`src/port2_mux_pkg.sv`:
```
// Shared constants for the port 2 routing and OTG interface block
package port2_mux_pkg;
  // Register byte offsets
  localparam logic [7:0] OFF_CTRL = 8'h00;
  localparam logic [7:0] OFF_PULL = 8'h04;
  localparam logic [7:0] OFF_MON = 8'h08;
  localparam logic [7:0] OFF_INT_STATUS = 8'h0c;
  localparam logic [7:0] OFF_INT_MASK = 8'h10;
  // Control register fields
  localparam int CTRL_SE_SEL_LSB = 0;
  localparam int CTRL_HOST_SEL = 2;
  localparam int CTRL_SUSPEND = 3;
  localparam int CTRL_SPEED = 4;
  localparam int CTRL_VBUS_EN = 5;
  localparam int CTRL_VBUS_PULSE = 6;
  localparam int CTRL_ID_DRIVE = 7;
  localparam int CTRL_WIDTH = 8;
  localparam logic [7:0] CTRL_RESET = 8'h00;
  localparam logic [5:0] PULL_RESET = 6'h00;
  localparam int PULL_WIDTH = 6;
  localparam int MON_WIDTH = 6;
  localparam int INT_WIDTH = 3;
  localparam int INT_XCVR = 0;
  localparam int INT_SRP = 1;
  localparam int INT_ID = 2;
  // Single-ended select codes
  localparam logic [1:0] SE_ONCHIP = 2'h0;
  localparam logic [1:0] SE_EXT_OTG = 2'h1;
  localparam logic [1:0] SE_NONOTG_2 = 2'h2;
  localparam logic [1:0] SE_NONOTG_3 = 2'h3;
  // Bus responses
  localparam logic [1:0] RESP_OKAY = 2'h0;
  localparam logic [1:0] RESP_SLVERR = 2'h2;
  // Line states from the external transceiver
  typedef enum logic [1:0] {
    LINE_SE0 = 2'b00,
    LINE_LOW_SPEED = 2'b01,
    LINE_FULL_SPEED = 2'b10,
    LINE_ERROR = 2'b11
  } line_state_t;
endpackage

```
`src/usb_port2_otg_interface_mux.sv`:
```
// Port 2 routing, OTG switch control and external transceiver interface
// Behaviour
// Sleep entry clears every register, so earlier bus state is forgotten; the code clears only control, pull, mask, status, switch and pad registers.
// Host on port 2: host data switch on both lines, other switches off.
// Device on port 2: pull switch A on D+ only, host switch off.
// Device mode: switch B hardware-driven during idle or upstream receive only.
// Mux device or host 2 to on-chip transceiver; device/host2/host3 to pins.
// External OTG mode: select picks device or host signals for pads.
// External OTG: software suspend and speed outputs, interrupt input accepted.
// Charge pump mode: host-select bit picks device or host for on-chip transceiver.
// Two software outputs to charge pump: Vbus drive and Vbus pulsing.
// Accept two Vbus-valid inputs, session valid, and session request interrupt.
// ID sense enable drives ID pin weakly high; input read back.
// ID interrupt flags any change of the sensed ID level.
// Select value 2 or 3 chooses non-OTG external transceiver mode.
// Non-OTG mode: pins one-directional, transceiver carries D+ and D-.
// Output pair: both low logic 0, A only logic 1, B high SE0.
// Input pair: 00 SE0, B only low speed, A only full speed, 11 error.
// Separate pull-up and pull-down enables per line, each its own bit.
// Controls change on the clock and return disabled on reset.
//
// The implementer's own choices: the register addresses and the AXI4-Lite slave port.
`timescale 1ns/1ps
module usb_port2_otg_interface_mux
  import port2_mux_pkg::*;
(
  // Clock, reset, sleep entry
  input wire logic clk,
  input wire logic reset_n,
  input wire logic sleep_entry,
  // AXI4-Lite slave
  input wire logic [7:0] s_axi_awaddr,
  input wire logic s_axi_awvalid,
  output logic s_axi_awready,
  input wire logic [31:0] s_axi_wdata,
  input wire logic [3:0] s_axi_wstrb,
  input wire logic s_axi_wvalid,
  output logic s_axi_wready,
  output logic [1:0] s_axi_bresp,
  output logic s_axi_bvalid,
  input wire logic s_axi_bready,
  input wire logic [7:0] s_axi_araddr,
  input wire logic s_axi_arvalid,
  output logic s_axi_arready,
  output logic [31:0] s_axi_rdata,
  output logic [1:0] s_axi_rresp,
  output logic s_axi_rvalid,
  input wire logic s_axi_rready,
  // Device controller single-ended port
  input wire logic dev_dp,
  input wire logic dev_dm,
  input wire logic dev_oe_n,
  input wire logic dev_idle_rx,
  output logic dev_rx_dp,
  output logic dev_rx_dm,
  // Host controller ports 2 and 3
  input wire logic host2_dp,
  input wire logic host2_dm,
  input wire logic host2_oe_n,
  input wire logic host3_dp,
  input wire logic host3_dm,
  input wire logic host3_oe_n,
  output logic host_rx_dp,
  output logic host_rx_dm,
  // On-chip transceiver data and switches
  output logic xcvr_dp,
  output logic xcvr_dm,
  output logic xcvr_oe_n,
  input wire logic xcvr_rx_dp,
  input wire logic xcvr_rx_dm,
  output logic [1:0] pull_switch_a,
  output logic [1:0] pull_switch_b,
  output logic [1:0] host_data_switch,
  output logic dplus_pullup_enable,
  output logic dminus_pullup_enable,
  output logic dplus_pullup_b_enable,
  output logic dminus_pullup_b_enable,
  output logic dplus_pulldown_enable,
  output logic dminus_pulldown_enable,
  // Single-ended GPIO pins
  output logic port2_out_line_a,
  output logic port2_out_line_b,
  output logic port2_oe_n,
  input wire logic port2_in_line_a,
  input wire logic port2_in_line_b,
  output logic [1:0] ext_line_state,
  // External transceiver and charge pump
  output logic ext_xcvr_suspend_out,
  output logic ext_xcvr_speed_out,
  input wire logic ext_xcvr_irq,
  output logic pump_vbus_enable,
  output logic pump_vbus_pulse_enable,
  input wire logic vbus_valid_40,
  input wire logic vbus_valid_44,
  input wire logic session_valid,
  input wire logic srp_detect_irq,
  // OTG ID pin (weak drive)
  input wire logic id_in,
  output logic id_out,
  output logic id_oe_n,
  // Interrupt
  output logic irq
);

  logic [CTRL_WIDTH-1:0] ctrl;
  logic [PULL_WIDTH-1:0] pull;
  logic [INT_WIDTH-1:0] int_status;
  logic [INT_WIDTH-1:0] int_mask;
  logic [1:0] se_sel;
  logic ext_otg_mode;
  logic nonotg_mode;
  logic onchip_host;
  logic clear_all;
  logic aw_held;
  logic w_held;
  logic [7:0] aw_addr;
  logic [31:0] w_data;
  logic [3:0] w_strb;
  logic wr_fire;
  logic rd_fire;
  logic [31:0] next_rdata;
  logic rd_map;
  logic wr_map;
  logic status_read;
  logic [8:0] sync_a;
  logic [8:0] sync_b;
  logic [8:0] pin_in;
  logic id_prev;
  logic id_seen;
  logic [INT_WIDTH-1:0] evt_prev;
  logic [INT_WIDTH-1:0] events;

  // Sleep entry acts as a synchronous clear of the control, pull and mask registers, interrupt status and switch and pad outputs
  assign clear_all = sleep_entry;

  // Two-flop synchronisers on every pin input
  assign pin_in = {port2_in_line_a, port2_in_line_b, ext_xcvr_irq, vbus_valid_40, vbus_valid_44,
                   session_valid, srp_detect_irq, id_in, 1'b0};
  always_ff @(posedge clk or negedge reset_n)
  begin
    if (!reset_n)
    begin
      sync_a <= 9'h000;
      sync_b <= 9'h000;
    end
    else
    begin
      sync_a <= pin_in;
      sync_b <= sync_a;
    end
  end

  // Mode decode from the single-ended select field
  assign se_sel = ctrl[CTRL_SE_SEL_LSB +: 2];
  assign ext_otg_mode = (se_sel == SE_EXT_OTG);
  assign nonotg_mode = (se_sel == SE_NONOTG_2) || (se_sel == SE_NONOTG_3);
  assign onchip_host = ctrl[CTRL_HOST_SEL];

  // Transceiver data path and switch settings, registered so outputs move on the clock
  always_ff @(posedge clk or negedge reset_n)
  begin
    if (!reset_n)
    begin
      xcvr_dp <= 1'b0;
      xcvr_dm <= 1'b0;
      xcvr_oe_n <= 1'b1;
      pull_switch_a <= 2'b00;
      pull_switch_b <= 2'b00;
      host_data_switch <= 2'b00;
    end
    else if (clear_all || se_sel != SE_ONCHIP)
    begin
      xcvr_dp <= 1'b0;
      xcvr_dm <= 1'b0;
      xcvr_oe_n <= 1'b1;
      pull_switch_a <= 2'b00;
      pull_switch_b <= 2'b00;
      host_data_switch <= 2'b00;
    end
    else if (onchip_host)
    begin
      xcvr_dp <= host2_dp;
      xcvr_dm <= host2_dm;
      xcvr_oe_n <= host2_oe_n;
      host_data_switch <= 2'b11;
      pull_switch_a <= 2'b00;
      pull_switch_b <= 2'b00;
    end
    else
    begin
      xcvr_dp <= dev_dp;
      xcvr_dm <= dev_dm;
      xcvr_oe_n <= dev_oe_n;
      host_data_switch <= 2'b00;
      pull_switch_a <= 2'b01;
      // Bit 0 is D+; D- stays off
      pull_switch_b <= {1'b0, dev_idle_rx & dev_oe_n};
    end
  end

  // GPIO pad routing; in non-OTG mode host port 3 may take over via select value 3
  always_ff @(posedge clk or negedge reset_n)
  begin
    if (!reset_n)
    begin
      port2_out_line_a <= 1'b0;
      port2_out_line_b <= 1'b0;
      port2_oe_n <= 1'b1;
    end
    else if (clear_all || se_sel == SE_ONCHIP)
    begin
      port2_out_line_a <= 1'b0;
      port2_out_line_b <= 1'b0;
      port2_oe_n <= 1'b1;
    end
    else if (nonotg_mode && se_sel == SE_NONOTG_3)
    begin
      // SE0 shows as line B high whatever line A holds
      port2_out_line_a <= host3_dp;
      port2_out_line_b <= ~host3_dp & ~host3_dm;
      port2_oe_n <= host3_oe_n;
    end
    else if (onchip_host)
    begin
      port2_out_line_a <= host2_dp;
      port2_out_line_b <= ~host2_dp & ~host2_dm;
      port2_oe_n <= host2_oe_n;
    end
    else
    begin
      port2_out_line_a <= dev_dp;
      port2_out_line_b <= ~dev_dp & ~dev_dm;
      port2_oe_n <= dev_oe_n;
    end
  end

  // Receive path back to the controllers: on-chip transceiver in on-chip mode, otherwise decoded from the input pair
  always_ff @(posedge clk or negedge reset_n)
  begin
    if (!reset_n)
    begin
      ext_line_state <= LINE_SE0;
      dev_rx_dp <= 1'b0;
      dev_rx_dm <= 1'b0;
      host_rx_dp <= 1'b0;
      host_rx_dm <= 1'b0;
    end
    else
    begin
      ext_line_state <= {sync_b[8], sync_b[7]};
      if (se_sel == SE_ONCHIP)
      begin
        dev_rx_dp <= xcvr_rx_dp;
        dev_rx_dm <= xcvr_rx_dm;
        host_rx_dp <= xcvr_rx_dp;
        host_rx_dm <= xcvr_rx_dm;
      end
      else
      begin
        // Full speed drives D+, low speed drives D-; SE0 and error give both low
        dev_rx_dp <= sync_b[8] & ~sync_b[7];
        dev_rx_dm <= sync_b[7] & ~sync_b[8];
        host_rx_dp <= sync_b[8] & ~sync_b[7];
        host_rx_dm <= sync_b[7] & ~sync_b[8];
      end
    end
  end

  // Software-driven outputs to external parts
  always_ff @(posedge clk or negedge reset_n)
  begin
    if (!reset_n)
    begin
      ext_xcvr_suspend_out <= 1'b0;
      ext_xcvr_speed_out <= 1'b0;
      pump_vbus_enable <= 1'b0;
      pump_vbus_pulse_enable <= 1'b0;
      id_out <= 1'b0;
      id_oe_n <= 1'b1;
      {dplus_pulldown_enable, dminus_pulldown_enable} <= 2'b00;
      {dplus_pullup_b_enable, dminus_pullup_b_enable} <= 2'b00;
      {dplus_pullup_enable, dminus_pullup_enable} <= 2'b00;
    end
    else
    begin
      ext_xcvr_suspend_out <= ctrl[CTRL_SUSPEND];
      ext_xcvr_speed_out <= ctrl[CTRL_SPEED];
      pump_vbus_enable <= ctrl[CTRL_VBUS_EN];
      pump_vbus_pulse_enable <= ctrl[CTRL_VBUS_PULSE];
      id_out <= ctrl[CTRL_ID_DRIVE];
      id_oe_n <= ~ctrl[CTRL_ID_DRIVE];
      {dplus_pullup_enable, dminus_pullup_enable, dplus_pullup_b_enable,
       dminus_pullup_b_enable, dplus_pulldown_enable, dminus_pulldown_enable} <= pull;
    end
  end

  // Edge detection of interrupt sources: rising edges, and any ID change
  assign events = {sync_b[1] ^ id_prev, sync_b[2] & ~evt_prev[INT_SRP], sync_b[6] & ~evt_prev[INT_XCVR]};
  always_ff @(posedge clk or negedge reset_n)
  begin
    if (!reset_n)
    begin
      evt_prev <= 3'h0;
      id_prev <= 1'b0;
      id_seen <= 1'b0;
    end
    else
    begin
      evt_prev <= {1'b0, sync_b[2], sync_b[6]};
      id_prev <= sync_b[1];
      id_seen <= 1'b1;
    end
  end

  // Sticky status; a new event wins over the clear-on-read
  assign status_read = rd_fire && s_axi_araddr == OFF_INT_STATUS;
  always_ff @(posedge clk or negedge reset_n)
  begin
    if (!reset_n)
      int_status <= 3'h0;
    else if (clear_all)
      int_status <= 3'h0;
    else
      int_status <= (status_read ? 3'h0 : int_status) | (events & {id_seen, 2'b11});
  end
  assign irq = |(int_status & int_mask);

  // AXI write channel: address and data accepted in either order
  assign s_axi_awready = !aw_held && !s_axi_bvalid;
  assign s_axi_wready = !w_held && !s_axi_bvalid;
  assign wr_fire = aw_held && w_held && !s_axi_bvalid;
  always_ff @(posedge clk or negedge reset_n)
  begin
    if (!reset_n)
    begin
      aw_held <= 1'b0;
      w_held <= 1'b0;
      aw_addr <= 8'h00;
      w_data <= 32'h0000_0000;
      w_strb <= 4'h0;
      s_axi_bvalid <= 1'b0;
      s_axi_bresp <= RESP_OKAY;
    end
    else
    begin
      if (s_axi_awvalid && s_axi_awready)
      begin
        aw_held <= 1'b1;
        aw_addr <= s_axi_awaddr;
      end
      if (s_axi_wvalid && s_axi_wready)
      begin
        w_held <= 1'b1;
        w_data <= s_axi_wdata;
        w_strb <= s_axi_wstrb;
      end
      if (wr_fire)
      begin
        aw_held <= 1'b0;
        w_held <= 1'b0;
        s_axi_bvalid <= 1'b1;
        s_axi_bresp <= wr_map ? RESP_OKAY : RESP_SLVERR;
      end
      else if (s_axi_bvalid && s_axi_bready)
        s_axi_bvalid <= 1'b0;
    end
  end
  assign wr_map = aw_addr == OFF_CTRL || aw_addr == OFF_PULL || aw_addr == OFF_INT_MASK ||
                  aw_addr == OFF_MON || aw_addr == OFF_INT_STATUS;

  // Writable registers, low byte lane only
  always_ff @(posedge clk or negedge reset_n)
  begin
    if (!reset_n)
    begin
      ctrl <= CTRL_RESET;
      pull <= PULL_RESET;
      int_mask <= 3'h0;
    end
    else if (clear_all)
    begin
      ctrl <= CTRL_RESET;
      pull <= PULL_RESET;
      int_mask <= 3'h0;
    end
    else if (wr_fire && w_strb[0])
    begin
      if (aw_addr == OFF_CTRL)
        ctrl <= w_data[CTRL_WIDTH-1:0];
      if (aw_addr == OFF_PULL)
        pull <= w_data[PULL_WIDTH-1:0];
      if (aw_addr == OFF_INT_MASK)
        int_mask <= w_data[INT_WIDTH-1:0];
    end
  end

  // AXI read channel, one cycle to answer
  assign s_axi_arready = !s_axi_rvalid;
  assign rd_fire = s_axi_arvalid && s_axi_arready;
  always_comb
  begin
    next_rdata = 32'h0000_0000;
    rd_map = 1'b1;
    case (s_axi_araddr)
      OFF_CTRL: next_rdata[CTRL_WIDTH-1:0] = ctrl;
      OFF_PULL: next_rdata[PULL_WIDTH-1:0] = pull;
      OFF_MON: next_rdata[MON_WIDTH-1:0] = {sync_b[8], sync_b[7], sync_b[5], sync_b[4], sync_b[3], sync_b[1]};
      OFF_INT_STATUS: next_rdata[INT_WIDTH-1:0] = int_status;
      OFF_INT_MASK: next_rdata[INT_WIDTH-1:0] = int_mask;
      default: rd_map = 1'b0;
    endcase
  end
  always_ff @(posedge clk or negedge reset_n)
  begin
    if (!reset_n)
    begin
      s_axi_rvalid <= 1'b0;
      s_axi_rdata <= 32'h0000_0000;
      s_axi_rresp <= RESP_OKAY;
    end
    else if (rd_fire)
    begin
      s_axi_rvalid <= 1'b1;
      s_axi_rdata <= next_rdata;
      s_axi_rresp <= rd_map ? RESP_OKAY : RESP_SLVERR;
    end
    else if (s_axi_rready)
      s_axi_rvalid <= 1'b0;
  end

  // Checks
  a_host_switches: assert property (@(posedge clk) disable iff (!reset_n)
    (se_sel == SE_ONCHIP && onchip_host && !clear_all) |=> (host_data_switch == 2'b11 && pull_switch_a == 2'b00))
    else $error("host switches wrong");
  a_dev_switches: assert property (@(posedge clk) disable iff (!reset_n)
    (se_sel == SE_ONCHIP && !onchip_host && !clear_all) |=> (pull_switch_a == 2'b01 && host_data_switch == 2'b00))
    else $error("device switches wrong");
  a_switch_b_dm: assert property (@(posedge clk) disable iff (!reset_n)
    !pull_switch_b[1] && (!pull_switch_b[0] ||
      $past(dev_idle_rx && dev_oe_n && !onchip_host && se_sel == SE_ONCHIP && !clear_all)))
    else $error("switch b wrong");
  a_sleep_clear: assert property (@(posedge clk) disable iff (!reset_n)
    clear_all |=> (ctrl == CTRL_RESET && int_status == 3'h0))
    else $error("sleep did not clear");
  a_se0_encode: assert property (@(posedge clk) disable iff (!reset_n)
    (se_sel == SE_EXT_OTG && !onchip_host && !clear_all && !dev_dp && !dev_dm) |=> port2_out_line_b)
    else $error("se0 not encoded");
  a_line_decode: assert property (@(posedge clk) disable iff (!reset_n)
    (se_sel != SE_ONCHIP && sync_b[8] && !sync_b[7]) |=> (dev_rx_dp && !dev_rx_dm))
    else $error("full speed decode wrong");
  a_id_drive: assert property (@(posedge clk) disable iff (!reset_n)
    ctrl[CTRL_ID_DRIVE] |=> (id_out && !id_oe_n))
    else $error("id drive wrong");
  a_id_change: assert property (@(posedge clk) disable iff (!reset_n)
    (id_seen && $changed(sync_b[1]) && !clear_all) |=> int_status[INT_ID])
    else $error("id change lost");
  a_pads_off: assert property (@(posedge clk) disable iff (!reset_n)
    (se_sel == SE_ONCHIP) |=> port2_oe_n)
    else $error("pads driven in on-chip mode");
  a_pump_out: assert property (@(posedge clk) disable iff (!reset_n)
    ##1 pump_vbus_enable == $past(ctrl[CTRL_VBUS_EN]))
    else $error("vbus enable mismatch");

endmodule // usb_port2_otg_interface_mux

```
`config.mk`:
```
export PLATFORM = sky130hd
export DESIGN_NAME = usb_port2_otg_interface_mux
export DESIGN_NICKNAME = d
export VERILOG_FILES = /design/src/port2_mux_pkg.sv /design/src/usb_port2_otg_interface_mux.sv
export SDC_FILE = /design/constraint.sdc
export NUM_CORES = 1
export LEC_CHECK = 0
export ABC_CLOCK_PERIOD_IN_PS = 2300
export BUFFER_PORTS_ARGS = -buffer_cell sky130_fd_sc_hd__buf_2
export CORE_ASPECT_RATIO = 0.5
export CORE_MARGIN = 2
export CORE_UTILIZATION = 45
export DETAILED_ROUTE_END_ITERATION = 6
export HOLD_SLACK_MARGIN = 0.06
export MAX_ROUTING_LAYER = met4
export PLACE_DENSITY = 0.83
export SLEW_MARGIN = 15
export SYNTH_ARGS = -nofsm -noshare
export SYNTH_HDL_FRONTEND = slang
export SYNTH_SLANG_ARGS = --single-unit
```
`constraint.sdc`:
```
create_clock -name clk -period 2.3 [get_ports clk]
set_clock_uncertainty 0.05 [all_clocks]
set_input_delay 0.46 -clock clk [delete_from_list [all_inputs] [get_ports clk]]
set_output_delay 0.46 -clock clk [all_outputs]
set_load 0.02 [all_outputs]
```
# Word level (Yosys, flattened, before mapping)
# Cells that the tools add are included.
word_totals:
  ff_bits: 101
  latchBits: 0
  mem_bits_rw: 0
  mem_bits_ro: 0
  inputBits: 80
  output_inout_bits: 72
  word_cells: 161
  memories: 0
classes:
  add_sub_neg: 0
  multipliers: 0
  div: 0
  n_lt_le_gt_ge: 0
  eq_ne: 10
  shift: 0
  muxes: 46
  bitwise: 23
  reduce_logical: 39
op_table:
  columns: ["op", "n"]
  rows:
  - ["equality test 8 x 4 -> 1 bit, second input constant", 4]
  - ["2-to-1 mux 1 bit", 28]
  - ["2-to-1 mux 8 bit", 3]
  - ["2-to-1 mux 6 bit", 3]
  - ["nonzero test 2 bit", 9]
  - ["equality test 8 x 3 -> 1 bit, second input constant", 2]
  - ["equality test 8 x 5 -> 1 bit, second input constant", 2]
  - ["zero test 8 bit", 2]
  - ["2-to-1 mux 3 bit", 5]
  - ["case mux 3 bit (5 select lines)", 1]
  - ["logical AND 1 bit", 11]
  - ["NOT 1 bit", 11]
  - ["2-to-1 mux 2 bit", 5]
  - ["case mux 3 bit (3 select lines)", 1]
  - ["bitwise AND 1 bit", 8]
  - ["logical OR 1 bit", 7]
  - ["bitwise AND 3 bit", 2]
  - ["AND reduction 2 bit", 3]
  - ["OR reduction 5 bit", 1]
  - ["equality test 2 bit, second input constant", 2]
  - ["zero test 1 bit", 4]
  - ["bitwise OR 3 bit", 1]
  - ["OR reduction 3 bit", 1]
  - ["zero test 2 bit", 1]
  - ["XOR 1 bit", 1]

# Longest topological paths before layout
# Gate-level depths: netlist of the first run.
depth:
  ltp_word: 6
  depth_mapped: 6
  depth_no_buf: 4

# Worst setup path after synthesis of the first run
# No wires, ideal clock.
synth_timing:
  path_type: "flip-flop to flip-flop"
  startpoint: "register s_axi_bvalid"
  endpoint: "register w_data[0]"
  setup_time_ps: 125
  arrival_time_ps: 1660
  required_time_ps: 2125
  setup_slack_ps: 465
  stages_incl_launch_ff: 5
  path_buffers: 1
  synth_period_minus_slack_ps: 1835
  path_cell_list: "dfrtp_1 -> nor2_1 -> and2_1 -> clkbuf_1 -> mux2_2"
synth_between:
  elab_chain_cells: 3
synth_lines:
  columns: ["element", "line_no", "text"]
  rows:
  - ["start, declared", "usb_port2_otg_interface_mux.sv:40", "output logic s_axi_bvalid,"]
  - ["start signal, assigned", "usb_port2_otg_interface_mux.sv:341", "s_axi_bvalid <= 1'b0;"]
  - ["start signal, assigned", "usb_port2_otg_interface_mux.sv:361", "s_axi_bvalid <= 1'b1;"]
  - ["start signal, assigned", "usb_port2_otg_interface_mux.sv:365", "s_axi_bvalid <= 1'b0;"]
  - ["zero test 1 bit", "usb_port2_otg_interface_mux.sv:330", "assign s_axi_wready = !w_held && !s_axi_bvalid;"]
  - ["logical AND 1 bit", "usb_port2_otg_interface_mux.sv:330", null]
  - ["named net s_axi_wready", "usb_port2_otg_interface_mux.sv:38", "output logic s_axi_wready,"]
  - ["logical AND 1 bit", "usb_port2_otg_interface_mux.sv:351", "if (s_axi_wvalid && s_axi_wready)"]
  - ["end signal, assigned", "usb_port2_otg_interface_mux.sv:354", "w_data <= s_axi_wdata;"]
  - ["end, declared", "usb_port2_otg_interface_mux.sv:117", "logic [31:0] w_data;"]
# The timed path passes the listed nets, and every way through them passes these cells.
# A chain may end at the register's enable or synchronous reset.

# Worst setup path in the final report of the first run
layout_timing:
  startpoint: "register int_status[2]"
  endpoint: "output port irq"
layout_between:
  elab_chain_cells: 2
layout_lines:
  columns: ["element", "line_no", "text"]
  rows:
  - ["start, declared", "usb_port2_otg_interface_mux.sv:107", "logic [INT_WIDTH-1:0] int_status;"]
  - ["start signal, assigned", "usb_port2_otg_interface_mux.sv:324", "int_status <= (status_read ? 3'h0 : int_status) | (events & {id_seen, 2'b11});"]
  - ["bitwise AND 3 bit", "usb_port2_otg_interface_mux.sv:326", "assign irq = |(int_status & int_mask);"]
  - ["OR reduction 3 bit", "usb_port2_otg_interface_mux.sv:326", null]
  - ["end, declared", "usb_port2_otg_interface_mux.sv:102", "output logic irq"]
# No other way between the ends.

==> impl_metrics.ini, run 1 <==
[outcome]
outcome = complete, no violations

[min_path]
holdCritStartpoint = port2_in_line_b
min_path_type = primary input to flop

[critical_path]
path_cells = a222oi_1 -> inv_1 -> buf_2
reg2reg_to = pull[2]
critical_path.max_fanout = 3
end_kind = primary output
cp.arrival_ns = 1.33
cp_num_buf_inv = 2
critical_path.startpoint = int_status[2]
crit_path_top_delay_cell = dfrtp_1
cp_top_family = flip-flops
crit_cells = 3
r2r-start = aw_addr[0]
start_kind = flop
worst-r2r-cell-count = 5
cp-endpoint = irq
cpPeakStageDelay_ns = 0.40
required_ns = 1.79
reg2reg_slack_ns = 0.66
crit_type = flop to primary output

[grt]
met2_usage_pct = 29.0
grt_use_met1_pct = 20.6
grt_util_met3_pct = 5.12
antenna_found_initial = 0
grt_pass1_wl_um = 12300
overflow = 0
grtUsageTotal_pct = 17.5
grt_max_degree = 36
grt_busiest_layer = met2
first_global_vias = 2552

[power]
pwr_density_cell_mw_per_mm2 = 915
ir_drop_mv = 0.459
finalPower_w = 0.00429
p_leak_nw = 2.46

[drt]
drt_iter0_markers = 136
drc = 0
wl_um = 7510
dr_total_vias = 2482
via_per_inst = 4.75
first_pass_iters = 4
antenna_left = 0
post_drt_wl_per_cell_um = 14.4

[clock_network]
worstSkewPairLatency_ns = 0.34
cts.reportedPaths.clkPinSlew_ns = 0.07
numCtsBuffers = 9
htree_levels = 3
root_buffer = clkbuf_16
clock-sinks = 96
cts_tree = yes
clk_path_buf_depth = 2

[timing]
drv_slew = 0
final.setup.worst_slack_ns = 0.460
rsz0062_at_grt = false
fmax_mhz = 544
finalHoldViolCount = 0
tns_ns = 0
final.min_clock_period_ns = 1.84
setup_viol = 0
period_share_pct = 80.0

[flow_run]
max_cap_violations = 0

[placement]
gp_congestion = 0.810
placed_cell_area_sq_mm = 0.00436
dp_hpwl_um = 5410
place_ws_ns = 0.214
numPortBuffers = 96

[logic_synthesis]
yosysSeqAreaShare_pct = 62.0
yosys_warnings = 0
syn_area_sq_mm = 0.00388
ys_types = 42
async_reset_ff_share_pct = 100
syn_inst = 311
ys.flop_type = dfrtp_1
synth_edf_count = 0
synth-seq-cells = 96
syn_avg_cell_area_sq_um = 12.5

[layout]
area_delta_synth_final_pct = 20.7
final_common_cell = buf_2
fin_nets = 485
n_antenna_cell = 0
register_area_sq_mm = 0.00241
layout_common_cells = buf_2 (95), dfrtp_1 (93), conb_1 (29)
fillCellCount = 705
drive_gt1_share_pct = 34.6
multi_input_area_sq_mm = 0.00125
fin_area_sq_mm = 0.00469

[floorplanning]
initial_core_util_pct = 47.5
rows = 23
fp.coreArea_sq_mm = 0.00817
dieArea_sq_mm = 0.00943
die_y_um = 69.7
die_w_um = 135
ios = 152
==> worst min-delay path by stage <==
| stage | to | cells past startpoint |
|---|---|---|
| finish | sync_a[7] | 1 |
| global route | sync_a[1] | 1 |
| CTS | sync_a[7] | 1 |
| detailed placement | sync_b[1] | 0 |
| global placement | sync_b[8] | 0 |
| floorplan | aw_addr[0] | 0 |
==> cells by family (layout without fill, tap and decap cells) <==
family | count (synthesis) | after routing | share of synthesized area (%)
AO/OA/AOI/OAI | 37 | 37 | 5.99
AND/OR/NAND/NOR | 79 | 79 | 11.1
buffers and inverters | 51 | 123 | 8.38
multiplexers | 44 | 44 | 12.0
flip-flops | 96 | 96 | 62.0
XOR/XNOR | 2 | 2 | 0.451
other | 2 | 29 | 0.193
==> repair_timing <==
item                                    4_1_cts  5_1_grt
hold endpoints to repair                     30        0
hold buffers                                  1        0
endpoints found under the setup margin        0        0
buffers inserted                              0        0
gates resized for setup                       0        0
==> registers in the layout, indices dropped and copies added (netlist names), 2 cells and up <==
signal	flops
aw_addr	8
ctrl	8
s_axi_rdata	8
sync_a	8
sync_b	8
w_data	8
pull	6
int_mask	3
int_status	3
evt_prev	2
ext_line_state	2
==> area by class of cell <==
cell class	count	share of cell area, %
Clock buffer	10	5.10
Clock inverter	6	1.58
Inverter	5	0.401
Multi-Input combinational cell	191	26.7
Sequential cell	96	51.3
Tap cell	112	2.99
Timing Repair Buffer	102	11.9
==> per-layer routing <==
layer / vias to the layer above / wire (um)
met1: 1216 / 3370
met4: 0 / 83
li1: 1182 / -
met2: 76 / 3670
met5: - / 0
met3: 8 / 394
==> power by group <==
| part | switching (W) | internal [W] | leakage [nW] |
|---|---|---|---|
| logic | 0.000347 | 0.000330 | 1.10 |
| registers | 0.000170 | 0.00191 | 1.21 |
| clock network | 0.000643 | 0.000887 | 0.148 |
| total | 0.00116 | 0.00313 | 2.46 |
==> stage by stage <==
| stage | cells | hold slack [ns] | util [%] |
|---|---|---|---|
| global route | 522 | 0.158 | 57.3 |
| global placement | 505 | 0.282 | 53.4 |
| floorplan | 338 | 0.114 | - |
| finish | 522 | 0.174 | 57.3 |
| CTS | 522 | 0.163 | 57.3 |
| detailed placement | 505 | 0.285 | 53.4 |
==> worst reg2reg max path, cell delays in order (launching register included) <==
cell      delay (ns)
dfrtp_1         0.39
nor4_1          0.28
buf_4           0.18
nand4b_2        0.29
mux2i_1         0.26
nor2_1          0.06
==> Yosys cell counts (2+ instances only) <==
library cell	instances	area [sq um]
nor4bb_1	2	20.0
clkbuf_1	10	37.5
nor2_1	28	105
inv_1	5	18.8
buf_6	2	22.5
xor2_1	2	17.5
nor2b_1	4	25.0
mux2_2	19	214
nand4b_1	3	26.3
nand2b_1	7	43.8
a21oi_1	10	50.1
dfrtp_1	93	2330
nand2_1	13	48.8
conb_1	2	7.51
or3_1	3	18.8
and2_1	4	25.0
a32o_1	2	20.0
o21ai_0	14	70.1
mux2i_1	25	250
nand3_1	2	10.0
a311oi_1	2	17.5
dfstp_2	3	78.8
buf_4	31	233
a22o_1	3	26.3
buf_2	2	10.0
nor3_1	4	20.0
Power figures use the tool's default switching activity.
==> run 2: changes to the inputs <==
--- a/config.mk
+++ b/config.mk
@@ -5,15 +5,15 @@
 export SDC_FILE = /design/constraint.sdc
 export NUM_CORES = 1
 export LEC_CHECK = 0
-export ABC_CLOCK_PERIOD_IN_PS = 2300
+export ABC_CLOCK_PERIOD_IN_PS = 1600
 export BUFFER_PORTS_ARGS = -buffer_cell sky130_fd_sc_hd__buf_2
 export CORE_ASPECT_RATIO = 0.5
 export CORE_MARGIN = 2
-export CORE_UTILIZATION = 45
+export CORE_UTILIZATION = 44
 export DETAILED_ROUTE_END_ITERATION = 6
 export HOLD_SLACK_MARGIN = 0.06
 export MAX_ROUTING_LAYER = met4
-export PLACE_DENSITY = 0.83
+export PLACE_DENSITY = 0.84
 export SLEW_MARGIN = 15
 export SYNTH_ARGS = -nofsm -noshare
 export SYNTH_HDL_FRONTEND = slang
==> constraint.sdc (replaced) <==
create_clock -name clk -period 1.6 [get_ports clk]
set_clock_uncertainty 0.05 [all_clocks]
set_input_delay 0.32 -clock clk [delete_from_list [all_inputs] [get_ports clk]]
set_output_delay 0.32 -clock clk [all_outputs]
set_load 0.02 [all_outputs]
==> impl_metrics.ini, run 2 (synthesis gave the netlist of run 1 again) <==
[outcome]
outcome = complete, but fails checks
violations = negative setup slack

[critical_path]
crit_cells = 3
start_kind = flop
reg2reg_slack_ns = 0.01
path_cells = a222oi_1 -> inv_1 -> buf_2
crit_type = flop to primary output
required_ns = 1.23
cpPeakStageDelay_ns = 0.39
worst-r2r-cell-count = 6
cp_num_buf_inv = 2
cp.arrival_ns = 1.32
crit_path_top_delay_cell = dfrtp_1
end_kind = primary output
cp_top_family = flip-flops
critical_path.max_fanout = 3

[clock_network]
cts_tree = yes
numCtsBuffers = 9
htree_levels = 3
cts.reportedPaths.clkPinSlew_ns = 0.06
root_buffer = clkbuf_16
clk_path_buf_depth = 2
cts_setup_buffers = 0
worstSkewPairLatency_ns = 0.34
clock-sinks = 96

[timing]
finalHoldViolCount = 0
setup_viol = 1
fmax_mhz = 591
final.min_clock_period_ns = 1.69
drv_slew = 0
rsz0062_at_grt = true
period_share_pct = 106
final.setup.worst_slack_ns = -0.0907
hold-worst-slack_ns = 0.0916

[layout]
final_common_cell = buf_2
n_antenna_cell = 0
register_area_sq_mm = 0.00241
final_util_pct = 56.1
multi_input_area_sq_mm = 0.00130
area_delta_synth_final_pct = 24.9
fillCellCount = 747
fin_nets = 498
layout_common_cells = buf_2 (95), dfrtp_1 (91), conb_1 (29)
drive_gt1_share_pct = 36.6
fin_area_sq_mm = 0.00485

[drt]
met3WireLength_um = 469
wl_met1_um = 3160
wl_um = 7650
first_pass_iters = 5
post_drt_wl_per_cell_um = 14.2
routed.top_layer = met4
dr_wl_met2_um = 3830
antenna_left = 0
drc = 0
drt_iter0_markers = 158
dr_total_vias = 2615
via_per_inst = 4.84

[floorplanning]
initial_core_util_pct = 44.9
rows = 24
ios = 152
fp.coreArea_sq_mm = 0.00865
die_y_um = 70.4
dieArea_sq_mm = 0.00964
die_w_um = 137

[grt]
grtUsageTotal_pct = 17.4
grt_max_degree = 39
first_global_vias = 2615
antenna_found_initial = 0
overflow = 0
grt_pass1_wl_um = 12300

[placement]
numPortBuffers = 96
placed_cell_area_sq_mm = 0.00446
place_ws_ns = -0.332
dp_hpwl_um = 5540
gp_congestion = 0.760

[power]
p_int_w = 0.00442
pwr_density_cell_mw_per_mm2 = 1270
switching_share_pct = 28.1
switchingPower_w = 0.00173
ir_drop_mv = 0.731
p_clk_share_pct = 31.8
p_seq_share_pct = 49.7
p_leak_nw = 2.54
comb_power_share_pct = 18.5

[flow_run]
max_cap_violations = 0

[min_path]
whs_path_depth = 2
min_path_type = primary input to flop
-- run 2: cell count changes in the layout (fill, tap and decap cells not counted), sizes merged --
cell	previous run	this run
buf	101	106
inv	8	7
clkinvlp	2	1
bufinv	1	0
clkinv	0	3
dlygate4sd3	1	9
-- run 2: final timing paths --
check                         startpoint           end
max                        int_status[2]           irq
max reg2reg                   aw_addr[6]       ctrl[5]
max in group asynchronous        reset_n       id_oe_n
min                         s_axi_bready  s_axi_bvalid
min reg2reg                    sync_a[1]     sync_b[1]
min in group asynchronous        reset_n       aw_held
-- run 2: routing by layer --
layer / up-vias / GRT usage [%]
met4: 0 / 7.22
met2: 92 / 28.5
met3: 16 / 4.79
met1: 1293 / 20.5
met5: - / -
li1: 1214 / -
-- run 2: power groups by stage --
stage / combinational, W / clock (W) / sequential (W)
after floorplan: 0.000761 / 0 / 0.00305
after global placement: 0.00108 / 0 / 0.00306
after detailed placement: 0.00112 / 0 / 0.00309
after CTS: 0.00114 / 0.00200 / 0.00305
after global routing: 0.00125 / 0.00210 / 0.00310
final: 0.00114 / 0.00196 / 0.00306
-- run 2: what timing repair did --
action / CTS / global route
hold buffers: 9 / 0
pin swaps: 0 / 3
resized for setup: 1 / 5
endpoints found under the hold margin: 33 / 0
setup endpoints to repair: 2 / 17
-- run 2: area by class of cell --
type	instances	share of cell area, %
Sequential cell	96	49.7
Timing Repair Buffer	115	14.5
Clock inverter	6	0.903
Multi-Input combinational cell	191	26.8
Tap cell	117	3.02
Inverter	5	0.387
Clock buffer	10	4.72
-- run 2: stage by stage --
stage	power [W]	cells	TNS, ns
floorplan	0.00381	338	-0.293
global placement	0.00414	515	-2.47
detailed placement	0.00420	515	-3.24
CTS	0.00619	540	-0.124
global route	0.00645	540	-0.880
finish	0.00615	540	-0.0907
==> run 3: changes to the inputs <==
==> constraint.sdc (replaced) <==
create_clock -name clk -period 1.6 [get_ports clk]
set_clock_uncertainty 0.05 [all_clocks]
set_input_delay 0.08 -clock clk [delete_from_list [all_inputs] [get_ports clk]]
set_output_delay 0.08 -clock clk [all_outputs]
set_load 0.02 [all_outputs]
==> impl_metrics.ini, run 3 (synthesis gave the netlist of run 1 again) <==
[grt]
overflow = 0
grt_max_degree = 36
grt_pass1_wl_um = 13600
grt_busiest_layer = met2
met2_usage_pct = 31.3
grtUsageTotal_pct = 19.2
first_global_vias = 2798
antenna_found_initial = 0
grt_use_met1_pct = 23.6
grt_util_met3_pct = 4.50

[timing]
drv_slew = 0
hold-worst-slack_ns = 0.0745
tns_ns = 0
finalHoldViolCount = 0
rsz0062_at_grt = true
period_share_pct = 98.5
setup_viol = 0
final.setup.worst_slack_ns = 0.0240
final.min_clock_period_ns = 1.58
fmax_mhz = 635

[placement]
numPortBuffers = 96
place_ws_ns = -0.0853
dp_hpwl_um = 5700
gp_congestion = 0.790
placed_cell_area_sq_mm = 0.00442

[drt]
drt_iter0_markers = 282
via_per_inst = 4.82
wl_um = 8240
post_drt_wl_per_cell_um = 14.4
first_pass_iters = 4
dr_total_vias = 2755
drc = 0
antenna_left = 0

[critical_path]
cp.arrival_ns = 1.74
required_ns = 1.76
crit_type = flop to flop
start_kind = flop
worst-r2r-cell-count = 5
end_kind = flop
r2r-start = aw_addr[6]
reg2reg_to = int_mask[2]
reg2reg_slack_ns = 0.02
critical_path.max_fanout = 4

[power]
switchingPower_w = 0.00174
pwr_density_cell_mw_per_mm2 = 1260
switching_share_pct = 26.7
p_int_w = 0.00478
p_clk_share_pct = 36.0
finalPower_w = 0.00652
p_leak_nw = 2.67
comb_power_share_pct = 17.4
ir_drop_mv = 0.732
p_seq_share_pct = 46.6

[clock_network]
htree_levels = 3
root_buffer = clkbuf_16
clock-sinks = 96
cts.reportedPaths.clkPinSlew_ns = 0.07
cts_tree = yes
numCtsBuffers = 9
worstSkewPairLatency_ns = 0.34
clk_path_buf_depth = 2

[layout]
drive_gt1_share_pct = 33.5
layout_common_cells = buf_2 (95), dfrtp_1 (92), dlygate4sd3_1 (40)
final_common_cell = buf_2
area_delta_synth_final_pct = 33.5
fin_nets = 529
fin_area_sq_mm = 0.00518
n_antenna_cell = 0
fillCellCount = 669

[floorplanning]
initial_core_util_pct = 44.9
ios = 152
die_y_um = 70.4
dieArea_sq_mm = 0.00964
die_w_um = 137
fp.coreArea_sq_mm = 0.00865
rows = 24

[outcome]
outcome = complete, no violations

[min_path]
hold_end = port2_out_line_b
holdCritStartpoint = dev_dp
min_path_type = primary input to flop
whs_path_depth = 4

[flow_run]
max_cap_violations = 0
==> run 3: critical path, cell delays in order (launching register included) <==
cell      delay (ns)
dfrtp_1         0.40
nor4_4          0.29
buf_4           0.18
nand4b_1        0.25
mux2i_1         0.23
nor2_1          0.06
==> run 3: metrics by stage <==
| stage | utilization (%) | cells |
|---|---|---|
| floorplan | - | 338 |
| global placement | 51.2 | 515 |
| detailed placement | 51.2 | 515 |
| CTS | 59.8 | 571 |
| global route | 60.0 | 571 |
| finish | 60.0 | 571 |
==> run 3: power by group through the flow <==
stage          combinational [W]  sequential (W)  clock, W
3_3_place_gp             0.00101         0.00303         0
2_1_floorplan           0.000733         0.00302         0
5_1_grt                  0.00125         0.00308   0.00252
4_1_cts                  0.00113         0.00302   0.00239
6_report                 0.00113         0.00304   0.00235
3_5_place_dp             0.00104         0.00305         0
==> run 3: layout make-up <==
| class | count | area [sq um] | area share (%) |
|---|---|---|---|
| clock buffers | 10 | 239 | 4.61 |
| clock inverters | 6 | 96.3 | 1.86 |
| inverters | 5 | 18.8 | 0.362 |
| multi-input cells | 191 | 1280 | 24.6 |
| flip-flops and latches | 96 | 2410 | 46.4 |
| well taps | 117 | 146 | 2.82 |
| repair buffers | 146 | 1000 | 19.3 |
==> run 3: repair_timing <==
| item | in CTS | in global routing |
|---|---|---|
| hold buffers | 40 | 0 |
| pin swaps | 0 | 2 |
| resized for setup | 2 | 3 |
| endpoints found under the setup margin | 18 | 18 |
| setup buffers | 0 | 0 |
| endpoints found under the hold margin | 122 | 0 |
==> run 3: per-layer routing <==
layer  vias to the layer above  wire length (um)
met3                        11               361
li1                       1276                 -
met1                      1384              3540
met5                         -                 0
met2                        84              4220
met4                         0               111
==> run 3: worst max path at each step <==
| stage | from | endpoint | slack, ns | cells after the start |
|---|---|---|---|---|
| after floorplan | s_axi_bvalid | w_data[0] | -0.01 | 4 |
| after global placement | s_axi_araddr[1] | int_status[1] | -0.04 | 5 |
| after detailed placement | s_axi_araddr[1] | int_status[0] | -0.09 | 5 |
| after CTS | aw_addr[0] | int_mask[0] | 0.01 | 5 |
| after global routing | aw_addr[6] | int_mask[0] | -0.10 | 5 |
| final | aw_addr[6] | int_mask[2] | 0.02 | 5 |
